File: config.mk
export PLATFORM = sky130hd
export DESIGN_NAME = local_adjust_menu
export DESIGN_NICKNAME = d
export VERILOG_FILES = /design/src/hdl/local_adjust_menu.v /design/src/hdl/reed_filter.v
export VERILOG_INCLUDE_DIRS = /design/src /design/src/include
export SDC_FILE = /design/constraint.sdc
export NUM_CORES = 1
export LEC_CHECK = 0
export BUFFER_PORTS_ARGS = -buffer_cell sky130_fd_sc_hd__buf_2
export CAP_MARGIN = 15
export CORE_ASPECT_RATIO = 0.7
export CORE_MARGIN = 5
export CORE_UTILIZATION = 57
export CTS_CLUSTER_DIAMETER = 40
export CTS_CLUSTER_SIZE = 10
export DETAILED_ROUTE_END_ITERATION = 8
export GPL_TIMING_DRIVEN = 0
export PLACE_DENSITY = 0.75
export SLEW_MARGIN = 10
export SYNTH_ARGS = -nofsm -noshare
export SYNTH_HDL_FRONTEND = slang
export SYNTH_SLANG_ARGS = --single-unit
export TNS_END_PERCENT = 1
File: constraint.sdc
create_clock -name sys_clk_i -period 4.1 [get_ports sys_clk_i]
set_input_delay 0.615 -clock sys_clk_i [delete_from_list [all_inputs] [get_ports sys_clk_i]]
set_output_delay 0.615 -clock sys_clk_i [all_outputs]
set_load 0.005 [all_outputs]
File: src/include/menu_consts.vh
// constants for the magnetic local adjustment menu
`ifndef MENU_CONSTS_VH
`define MENU_CONSTS_VH

`define CLK_MHZ            200
`define DWELL_MS           2000
`define BANNER_MS          5000
`define STORE_MS           5000
`define STEP_MS            500
`define DEBOUNCE_US        10
`define MS_CYCLES(ms)      ((ms) * 1000 * `CLK_MHZ)
`define US_CYCLES(us)      ((us) * `CLK_MHZ)

`define ADDR_MIN           8'h03
`define ADDR_MAX           8'h7E
`define ADDR_RESET         8'h7E

`define IDENTITY_SELECTOR_PROFILE      8'h00
`define IDENTITY_SELECTOR_MAKER        8'h01
`define IDENTITY_SELECTOR_USER         8'h7F

`define OPT_TAG            4'h0
`define OPT_LOWER          4'h1
`define OPT_UPPER          4'h2
`define OPT_ADDR           4'h3
`define OPT_IDENTITY_SELECTOR          4'h4
`define OPT_IDHI           4'h5
`define OPT_IDLO           4'h6
`define OPT_SLOT           4'h7
`define OPT_BLOCK          4'h8
`define OPT_SLOT_PARAM_INDEX           4'h9
`define OPT_ITEM           4'hA
`define OPT_SLOT_CYCLE_COUNT           4'hB
`define OPT_COMMIT         4'hC
`define OPT_SIM            4'hD
`define OPT_LAST           4'hD

`define SLOTS              6

`endif

File: src/hdl/local_adjust_menu.v
// local adjustment menu driven by two magnetic reed switches
`timescale 1ns/1ps
`include "menu_consts.vh"

// Overview of operation
// rotate hold lights entry flag first
// pick 2 s, release 2 s, pick 2 s again enters
// banner holds 5 s; rotate opens tree
// rotate hold steps options cyclically
// pick selects the shown option
// tree usable only with tree jumper
// simulation only with simulation jumper
// no display fitted refuses entry
// pick edits by arrow; rotate flips down
// bus address kept within 3 to 126
// selector codes 0, 1 default, 127
// code 127 answers user identity value
// high byte first, low byte second
// six slots: block, index, sub-item
// index relative within chosen block
// sub-item used only for structures
// display cycles first N slots
// slot edits apply only on commit
// open at tag first, else last
// factory reinit restores selector 1
// store 5 s; identity after power cycle
// reed inputs synchronised and debounced
module local_adjust_menu #(
    parameter integer DWELL_CYC  = `MS_CYCLES(`DWELL_MS),
    parameter integer BANNER_CYC = `MS_CYCLES(`BANNER_MS),
    parameter integer STORE_CYC  = `MS_CYCLES(`STORE_MS),
    parameter integer STEP_CYC   = `MS_CYCLES(`STEP_MS),
    parameter integer DEB_CYC    = `US_CYCLES(`DEBOUNCE_US),
    parameter [15:0]  MAKER_ID   = 16'h1234 // arbitrary value
) (
    input  wire        sys_clk_i,
    input  wire        rstn_i,
    input  wire        rotate_pin_i,
    input  wire        pick_pin_i,
    input  wire        tree_enable_jumper_i,
    input  wire        simulation_enable_jumper_i,
    input  wire        display_present_i,
    input  wire        factory_reinit_command_i,
    input  wire        slot_is_struct_i,
    output wire        adjust_entry_flag_o,
    output wire        local_entry_banner_o,
    output wire        tree_open_o,
    output wire [3:0]  option_o,
    output wire        arrow_down_o,
    output wire [7:0]  edit_lower_o,
    output wire [7:0]  edit_upper_o,
    output wire [7:0]  bus_address_o,
    output wire [7:0]  identity_selector_o,
    output wire [15:0] active_ident_o,
    output wire        store_busy_o,
    output wire        simulation_on_o,
    output wire [2:0]  shown_slot_o,
    output wire [2:0]  shown_block_o,
    output wire [7:0]  shown_param_o,
    output wire [7:0]  shown_item_o
);
    localparam [2:0] ST_IDLE   = 3'h0;
    localparam [2:0] ST_FLAG   = 3'h1;
    localparam [2:0] ST_PICK1  = 3'h2;
    localparam [2:0] ST_GAP    = 3'h3;
    localparam [2:0] ST_PICK2  = 3'h4;
    localparam [2:0] ST_BANNER = 3'h5;
    localparam [2:0] ST_TREE   = 3'h6;

    wire rot;
    wire pick;
    reed_filter #(.STABLE(DEB_CYC)) u_rot (
        .sys_clk_i (sys_clk_i),
        .rstn_i    (rstn_i),
        .pin_i     (rotate_pin_i),
        .level_o   (rot)
    );
    reed_filter #(.STABLE(DEB_CYC)) u_pick (
        .sys_clk_i (sys_clk_i),
        .rstn_i    (rstn_i),
        .pin_i     (pick_pin_i),
        .level_o   (pick)
    );

    reg  [2:0]  st_ff;
    reg  [31:0] tmr_ff;
    reg  [31:0] step_ff;
    reg         rot_d_ff;
    reg         pick_d_ff;
    reg  [3:0]  opt_ff;
    reg         used_ff;
    reg         down_ff;
    reg  [7:0]  lower_ff;
    reg  [7:0]  upper_ff;
    reg  [7:0]  addr_ff;
    reg  [7:0]  identity_selector_ff;
    reg  [7:0]  idhi_ff;
    reg  [7:0]  idlo_ff;
    reg  [31:0] store_ff;
    reg         sim_ff;
    reg  [2:0]  eslot_ff;
    reg  [2:0]  eblk_ff;
    reg  [7:0]  eprm_ff;
    reg  [7:0]  eitm_ff;
    reg  [2:0]  slot_cycle_count_ff;
    reg  [2:0]  blk_ff [0:`SLOTS-1];
    reg  [7:0]  prm_ff [0:`SLOTS-1];
    reg  [7:0]  itm_ff [0:`SLOTS-1];
    reg  [2:0]  shown_ff;
    reg  [31:0] show_tmr_ff;
    integer     i;

    wire rot_rise  = rot & ~rot_d_ff;
    wire pick_rise = pick & ~pick_d_ff;
    wire in_tree   = (st_ff == ST_TREE);
    // a held pick repeats at step rate so values run while kept in place
    wire pick_tick = in_tree & pick & (pick_rise | (step_ff == STEP_CYC - 1));
    wire rot_tick  = in_tree & rot & (step_ff == STEP_CYC - 1);

    function [7:0] bump;
        input [7:0] v;
        input       dn;
        input [7:0] lo;
        input [7:0] hi;
        begin
            if (dn) begin
                bump = (v > lo) ? v - 8'h01 : v;
            end else begin
                bump = (v < hi) ? v + 8'h01 : v;
            end
        end
    endfunction

    ////////////////////////////////////////////////////////////////////
    // entry sequence and tree navigation
    always @(posedge sys_clk_i or negedge rstn_i) begin
        if (!rstn_i) begin
            st_ff     <= ST_IDLE;
            tmr_ff    <= 32'h0000_0000;
            step_ff   <= 32'h0000_0000;
            rot_d_ff  <= 1'b0;
            pick_d_ff <= 1'b0;
            opt_ff    <= `OPT_TAG;
            used_ff   <= 1'b0;
            down_ff   <= 1'b0;
        end else begin
            rot_d_ff  <= rot;
            pick_d_ff <= pick;
            if ((rot | pick) && step_ff != STEP_CYC - 1) begin
                step_ff <= step_ff + 32'h0000_0001;
            end else begin
                step_ff <= 32'h0000_0000;
            end
            case (st_ff)
                ST_IDLE: begin
                    if (rot && display_present_i && tree_enable_jumper_i) begin
                        st_ff <= ST_FLAG;
                    end
                end
                ST_FLAG: begin
                    tmr_ff <= 32'h0000_0000;
                    if (pick_rise) begin
                        st_ff <= ST_PICK1;
                    end
                end
                ST_PICK1: begin
                    tmr_ff <= pick ? tmr_ff + 32'h0000_0001 : 32'h0000_0000;
                    if (!pick) begin
                        st_ff <= (tmr_ff >= DWELL_CYC) ? ST_GAP : ST_FLAG;
                    end
                end
                ST_GAP: begin
                    tmr_ff <= tmr_ff + 32'h0000_0001;
                    if (pick) begin
                        st_ff  <= (tmr_ff >= DWELL_CYC) ? ST_PICK2 : ST_FLAG;
                        tmr_ff <= 32'h0000_0000;
                    end
                end
                ST_PICK2: begin
                    tmr_ff <= pick ? tmr_ff + 32'h0000_0001 : 32'h0000_0000;
                    if (!pick) begin
                        st_ff <= (tmr_ff >= DWELL_CYC) ? ST_BANNER : ST_FLAG;
                    end
                end
                ST_BANNER: begin
                    tmr_ff <= tmr_ff + 32'h0000_0001;
                    if (rot_rise) begin
                        st_ff   <= ST_TREE;
                        used_ff <= 1'b1;
                        down_ff <= 1'b0;
                        // option kept from last session, tag on first use
                        opt_ff  <= used_ff ? opt_ff : `OPT_TAG;
                    end else if (tmr_ff >= BANNER_CYC) begin
                        st_ff <= ST_IDLE;
                    end
                end
                ST_TREE: begin
                    if (rot_rise) begin
                        down_ff <= 1'b1;
                    end else if (rot_tick) begin
                        opt_ff  <= (opt_ff == `OPT_LAST) ? `OPT_TAG : opt_ff + 4'h1;
                        down_ff <= 1'b0;
                    end
                end
                default: begin
                    st_ff <= ST_IDLE;
                end
            endcase
            // losing display or jumper aborts entry as well as the open tree
            if (!display_present_i || !tree_enable_jumper_i) begin
                st_ff <= ST_IDLE;
            end
        end
    end

    ////////////////////////////////////////////////////////////////////
    // parameter editing, slots and identity
    always @(posedge sys_clk_i or negedge rstn_i) begin
        if (!rstn_i) begin
            lower_ff <= 8'h00;
            upper_ff <= 8'hFF;
            addr_ff  <= `ADDR_RESET;
            identity_selector_ff <= `IDENTITY_SELECTOR_MAKER;
            idhi_ff  <= 8'h00;
            idlo_ff  <= 8'h00;
            store_ff <= 32'h0000_0000;
            sim_ff   <= 1'b0;
            eslot_ff <= 3'h0;
            eblk_ff  <= 3'h0;
            eprm_ff  <= 8'h00;
            eitm_ff  <= 8'h00;
            slot_cycle_count_ff  <= 3'h1;
            for (i = 0; i < `SLOTS; i = i + 1) begin
                blk_ff[i] <= 3'h0;
                prm_ff[i] <= 8'h00;
                itm_ff[i] <= 8'h00;
            end
        end else begin
            if (store_ff != 32'h0000_0000) begin
                store_ff <= store_ff - 32'h0000_0001;
            end
            if (!simulation_enable_jumper_i) begin
                sim_ff <= 1'b0;
            end
            if (factory_reinit_command_i) begin
                identity_selector_ff <= `IDENTITY_SELECTOR_MAKER;
                store_ff <= STORE_CYC;
            end else if (pick_tick) begin
                case (opt_ff)
                    `OPT_LOWER: lower_ff <= bump(lower_ff, down_ff, 8'h00, 8'hFF);
                    `OPT_UPPER: upper_ff <= bump(upper_ff, down_ff, 8'h00, 8'hFF);
                    `OPT_ADDR:  addr_ff  <= bump(addr_ff, down_ff, `ADDR_MIN, `ADDR_MAX);
                    `OPT_IDENTITY_SELECTOR: begin
                        // only the three legal codes are reachable
                        if (down_ff) begin
                            identity_selector_ff <= (identity_selector_ff == `IDENTITY_SELECTOR_USER) ? `IDENTITY_SELECTOR_MAKER : `IDENTITY_SELECTOR_PROFILE;
                        end else begin
                            identity_selector_ff <= (identity_selector_ff == `IDENTITY_SELECTOR_PROFILE) ? `IDENTITY_SELECTOR_MAKER : `IDENTITY_SELECTOR_USER;
                        end
                        store_ff <= STORE_CYC;
                    end
                    `OPT_IDHI:  idhi_ff  <= bump(idhi_ff, down_ff, 8'h00, 8'hFF);
                    `OPT_IDLO:  idlo_ff  <= bump(idlo_ff, down_ff, 8'h00, 8'hFF);
                    `OPT_SLOT:  eslot_ff <= (eslot_ff == `SLOTS - 1) ? 3'h0 : eslot_ff + 3'h1;
                    `OPT_BLOCK: eblk_ff  <= eblk_ff + 3'h1;
                    `OPT_SLOT_PARAM_INDEX:  eprm_ff  <= bump(eprm_ff, down_ff, 8'h00, 8'hFF);
                    `OPT_ITEM:  eitm_ff  <= bump(eitm_ff, down_ff, 8'h00, 8'hFF);
                    `OPT_SLOT_CYCLE_COUNT:  slot_cycle_count_ff  <= (slot_cycle_count_ff == `SLOTS) ? 3'h1 : slot_cycle_count_ff + 3'h1;
                    `OPT_COMMIT: begin
                        blk_ff[eslot_ff] <= eblk_ff;
                        prm_ff[eslot_ff] <= eprm_ff;
                        itm_ff[eslot_ff] <= slot_is_struct_i ? eitm_ff : 8'h00;
                    end
                    `OPT_SIM:   sim_ff <= simulation_enable_jumper_i & ~sim_ff;
                    default:    sim_ff <= sim_ff & simulation_enable_jumper_i;
                endcase
            end
        end
    end

    ////////////////////////////////////////////////////////////////////
    // bus identity latched once at power-up from the stored copy, which a
    // power cycle keeps; the working selector restarts at its default
    reg        ident_done_ff;
    reg [15:0] bus_ident_ff;
    reg [23:0] nv_ff = {`IDENTITY_SELECTOR_MAKER, 16'h0000};
    always @(posedge sys_clk_i) begin
        if (store_ff == 32'h0000_0001) begin
            nv_ff <= {identity_selector_ff, idhi_ff, idlo_ff};
        end
    end
    wire [15:0] sel_ident = (nv_ff[23:16] == `IDENTITY_SELECTOR_USER) ? nv_ff[15:0] :
                            (nv_ff[23:16] == `IDENTITY_SELECTOR_PROFILE) ? 16'h0000 : MAKER_ID;
    always @(posedge sys_clk_i or negedge rstn_i) begin
        if (!rstn_i) begin
            ident_done_ff <= 1'b0;
            bus_ident_ff  <= 16'h0000;
        end else begin
            ident_done_ff <= 1'b1;
            if (!ident_done_ff) begin
                bus_ident_ff <= sel_ident;
            end
        end
    end

    ////////////////////////////////////////////////////////////////////
    // normal-operation slot rotation
    always @(posedge sys_clk_i or negedge rstn_i) begin
        if (!rstn_i) begin
            shown_ff    <= 3'h0;
            show_tmr_ff <= 32'h0000_0000;
        end else if (in_tree) begin
            shown_ff    <= 3'h0;
            show_tmr_ff <= 32'h0000_0000;
        end else if (show_tmr_ff >= BANNER_CYC) begin
            show_tmr_ff <= 32'h0000_0000;
            shown_ff    <= (shown_ff + 3'h1 >= slot_cycle_count_ff) ? 3'h0 : shown_ff + 3'h1;
        end else begin
            show_tmr_ff <= show_tmr_ff + 32'h0000_0001;
        end
    end

    assign adjust_entry_flag_o  = (st_ff != ST_IDLE);
    assign local_entry_banner_o = (st_ff == ST_BANNER);
    assign tree_open_o          = in_tree;
    assign option_o             = opt_ff;
    assign arrow_down_o         = down_ff;
    assign edit_lower_o         = lower_ff;
    assign edit_upper_o         = upper_ff;
    assign bus_address_o        = addr_ff;
    assign identity_selector_o  = identity_selector_ff;
    assign active_ident_o       = bus_ident_ff;
    assign store_busy_o         = (store_ff != 32'h0000_0000);
    assign simulation_on_o      = sim_ff;
    assign shown_slot_o         = shown_ff;
    assign shown_block_o        = blk_ff[shown_ff];
    assign shown_param_o        = prm_ff[shown_ff];
    assign shown_item_o         = itm_ff[shown_ff];
endmodule

File: src/hdl/reed_filter.v
// synchroniser and debouncer for one reed switch input
`timescale 1ns/1ps
module reed_filter #(
    parameter integer STABLE = 2000
) (
    input  wire sys_clk_i,
    input  wire rstn_i,
    input  wire pin_i,
    output wire level_o
);
    reg        s1_ff;
    reg        s2_ff;
    reg        s3_ff;
    reg        level_ff;
    reg [15:0] cnt_ff;

    // counted change needs second and third stage to agree
    always @(posedge sys_clk_i or negedge rstn_i) begin
        if (!rstn_i) begin
            s1_ff    <= 1'b0;
            s2_ff    <= 1'b0;
            s3_ff    <= 1'b0;
            level_ff <= 1'b0;
            cnt_ff   <= 16'h0000;
        end else begin
            s1_ff <= pin_i;
            s2_ff <= s1_ff;
            s3_ff <= s2_ff;
            if (s2_ff != s3_ff || s3_ff == level_ff) begin
                cnt_ff <= 16'h0000;
            end else if (cnt_ff == STABLE[15:0] - 16'h0001) begin
                level_ff <= s3_ff;
                cnt_ff   <= 16'h0000;
            end else begin
                cnt_ff <= cnt_ff + 16'h0001;
            end
        end
    end
    assign level_o = level_ff;
endmodule

==> flow_metrics.tcl <==
set metrics [dict create \
    status "completed" \
    ant_nets 0 \
    ios 89 \
    overflow 0 \
    tightest_slew_ns 0.978 \
    setup_viol 0 \
    core_area_um2 35700 \
    hold_path.class "in -> reg" \
    fin_nets 2132 \
    synth-edff-count 18 \
    rsz0062_at_grt "true" \
    path_max_fanout 10 \
    startpoint "shown_slot_o[0]$_DFFE_PN0P_" \
    cp.depth 6 \
    hpwl_um 32000 \
    grt_pass1_wl_um 78300 \
    synth_simple_gate_area_share_pct 17.7 \
    synth_compound_area_share_pct 7.42 \
    layout_commonest_cell "dfrtp_1" \
    drtIter0Drc 1173 \
    max_stage_delay_ns 0.73 \
    maxSlewViolCount 0 \
    utilization_pct 65.5 \
    drive_gt1_share_pct 18.8 \
    synth-xor-area-share_pct 7.29 \
    fillers 2773 \
    start_util_pct 57.5 \
    synth_top_family_by_area "simple AND/OR/NAND/NOR gates" \
    cp-endpoint "shown_item_o[4]" \
    crit_path_end_kind "primary output" \
    period_share_pct 97.0 \
    syn2layout_area_growth_pct 13.9 \
    crit_type "reg -> out" \
    cts_made_buffers 51 \
    grt_pass1_vias 15300 \
    finalPower_w 0.00920 \
    min_period_ns 3.98 \
    post-route-drc-count 0 \
    p_leak_nw 10.5 \
    ys.flop_type "dfrtp_1" \
    max-cap-violations 0 \
    grt_max_degree 95 \
    clock_latency_ns 0.58 \
    clock.fmax_ghz 0.251 \
    crit_arrival_ns 3.36 \
    clk_path_buf_depth 3 \
    avgSynthCellArea_um2 10.8 \
    path_delay_family "buffers and inverters" \
    die_y_um 169 \
    power_density_nw_per_um2 394 \
    numPortBuffers 87 \
    antenna_found_initial 1 \
    cpMaxStageDelayCell "clkbuf_1" \
    htree_num_levels 2 \
    wl_per_cell_um 18.2 \
    grt.total_usage_pct 23.5 \
    reg2reg_to "bus_address_o[6]$_DFFE_PN1P_" \
    crit_chain "clkbuf_1 > clkdlybuf4s15_1 > clkbuf_1 > mux2i_1 > o21ai_0 > buf_2" \
    synth_warnings 0 \
    cts_tree "built" \
    dieArea_um2 40000 \
    vias 15100 \
    gp_congestion 0.882 \
    r2r-start "arrow_down_o$_DFFE_PN0P_" \
    async_flop_share_pct 95.5 \
    startpoint_type "flip-flop" \
    r2r_setup_slack_ns 0.63 \
    ys_ff_latch 399 \
    crit_top_cell "clkbuf_1" \
    cts-root-buf "clkbuf_16" \
    first_pass_iters 5 \
    required_ns 3.48 \
    r2r_cells 10 \
    skew_ns 0.0291 \
    rows 58 \
    slew_headroom_pct 34.2 \
    path_buf_inv 4 \
    synthAdderAreaFrac_pct 4.16 \
    die_w_um 237 \
    path_clk_slew_ns 0.05 \
    wirelength_um 46800 \
    synth_area_um2 20500 \
    peakVddDrop_mv 0.323 \
    min_from "rotate_pin_i" \
    cts_sinks 399 \
    synth_cells 1908 \
    viasPerCell 5.86 \
    synth_mux_area_share_pct 11.1 \
    final_cell_mix "dfrtp_1 (364), nor2_1 (209), nand2_1 (158)" \
    yosysSeqAreaShare_pct 49.2 \
    hold_violations 0 \
    synth_cell_types 83 \
]
-- power by group --
group / leakage (nW) / switching [W] / internal, W / total, W
Sequential: 5.21 / 0.0000831 / 0.00403 / 0.00412
Clock: 0.765 / 0.00170 / 0.00256 / 0.00426
Combinational: 4.56 / 0.000521 / 0.000302 / 0.000823
Total: 10.5 / 0.00230 / 0.00690 / 0.00920
-- metrics by stage --
stage | instances | setup WS [ns] | setup TNS, ns | hold slack (ns) | area [µm²]
6_report | 2579 | 0.122 | 0 | 0.152 | 23400
5_1_grt | 2579 | -0.0497 | -0.0826 | 0.124 | 23400
4_1_cts | 2577 | 0.0792 | 0 | 0.128 | 23400
3_5_place_dp | 2484 | 0.684 | 0 | 0.342 | 21700
3_3_place_gp | 2477 | -4.97 | -1847.73 | 0.340 | 21600
2_1_floorplan | 1910 | 1.05 | 0 | 0.319 | 20500
-- cells by family (layout without fill, tap and decap cells) --
group                    count (synthesis)  count (layout)
AO/OA/AOI/OAI                          238             238
adder cells (fa/ha/maj)                 64              64
buffers and inverters                  139             327
other                                    2               5
multiplexers                           183             183
XOR/XNOR                               170             170
flip-flops                             399             399
AND/OR/NAND/NOR                        713             713
-- registers in the layout, summed over array words and instances, names as in the netlist, 18 cells and up --
name / count
itm_ff: 48
prm_ff: 48
nv_ff: 18
store_ff: 32
show_tmr_ff: 32
blk_ff: 18
step_ff: 32
tmr_ff: 32
-- worst reg2reg max path: stages (launching register included) --
cell      delay (ns)
dfrtp_2         0.53
buf_12          0.27
clkbuf_1        0.50
inv_2           0.43
fa_1            0.57
nor2b_1         0.15
o21ai_0         0.13
a21boi_0        0.35
o21a_1          0.20
o21ai_0         0.09
a31o_2          0.20
-- layout make-up --
class | instances | area (µm²) | area share, %
Sequential cell | 399 | 10100 | 43.2
Multi-Input combinational cell | 1372 | 9810 | 42.0
Clock buffer | 78 | 1410 | 6.02
Timing Repair Buffer | 96 | 617 | 2.64
Tap cell | 480 | 601 | 2.57
Buffer | 78 | 415 | 1.78
Inverter | 61 | 229 | 0.979
Clock inverter | 14 | 198 | 0.846
Antenna cell | 1 | 2.50 | 0.0107
-- synthesized netlist by cell type (all sizes together), types with 3 or more instances --
cell / n / area share (%)
a211oi: 5 / 0.18
a21boi: 7 / 0.26
a21o: 4 / 0.15
a21oi: 35 / 0.85
a22o: 12 / 0.51
a31oi: 12 / 0.37
and2: 17 / 0.52
and3: 27 / 0.82
and4: 10 / 0.43
buf: 30 / 1.1
clkbuf: 48 / 0.88
dfrtp: 365 / 44
dfstp: 16 / 2.0
edfxtp: 18 / 2.6
fa: 7 / 0.68
ha: 57 / 3.5
inv: 61 / 1.1
mux2: 138 / 7.8
mux2i: 26 / 1.3
mux4: 19 / 2.1
nand2: 158 / 2.9
nand2b: 9 / 0.27
nand3: 81 / 2.2
nand3b: 6 / 0.22
nand4: 54 / 1.7
nand4b: 5 / 0.21
nor2: 214 / 4.1
nor2b: 13 / 0.40
nor3: 33 / 0.85
nor4: 31 / 1.0
nor4b: 6 / 0.26
o211ai: 11 / 0.40
o21a: 14 / 0.51
o21ai: 95 / 2.3
o21bai: 6 / 0.22
o22ai: 3 / 0.091
o31ai: 10 / 0.46
o41ai: 7 / 0.30
or2: 5 / 0.15
or3: 18 / 0.55
or4: 20 / 0.82
xnor2: 79 / 3.4
xor2: 91 / 3.9
-- worst min-delay path by stage --
| stage | slack (ns) | end | cells after the start |
|---|---|---|---|
| after floorplan | 0.32 | active_ident_o[0]$_DFFE_PN0N_ | 0 |
| after global placement | 0.34 | u_pick.s2_ff$_DFF_PN0_ | 0 |
| after detailed placement | 0.34 | u_pick.s2_ff$_DFF_PN0_ | 0 |
| after CTS | 0.13 | u_rot.s1_ff$_DFF_PN0_ | 1 |
| after global routing | 0.12 | u_pick.s1_ff$_DFF_PN0_ | 1 |
| final | 0.15 | u_rot.s1_ff$_DFF_PN0_ | 1 |
-- routing by layer --
layer	GRT usage, %	vias up	share of wire (%)
li1	-	7089	-
met5	0	-	0
met1	33.8	7557	47
met2	37.1	395	46
met3	4.23	79	5.2
met4	6.87	0	2.4
-- repair_timing --
action                                 CTS  global route
setup buffers                            0             0
resized for setup                        0             3
setup endpoints to repair                0             9
endpoints found under the hold margin   36             0
hold buffers                             1             0
No activity file was read; power rests on OpenSTA's default activity.
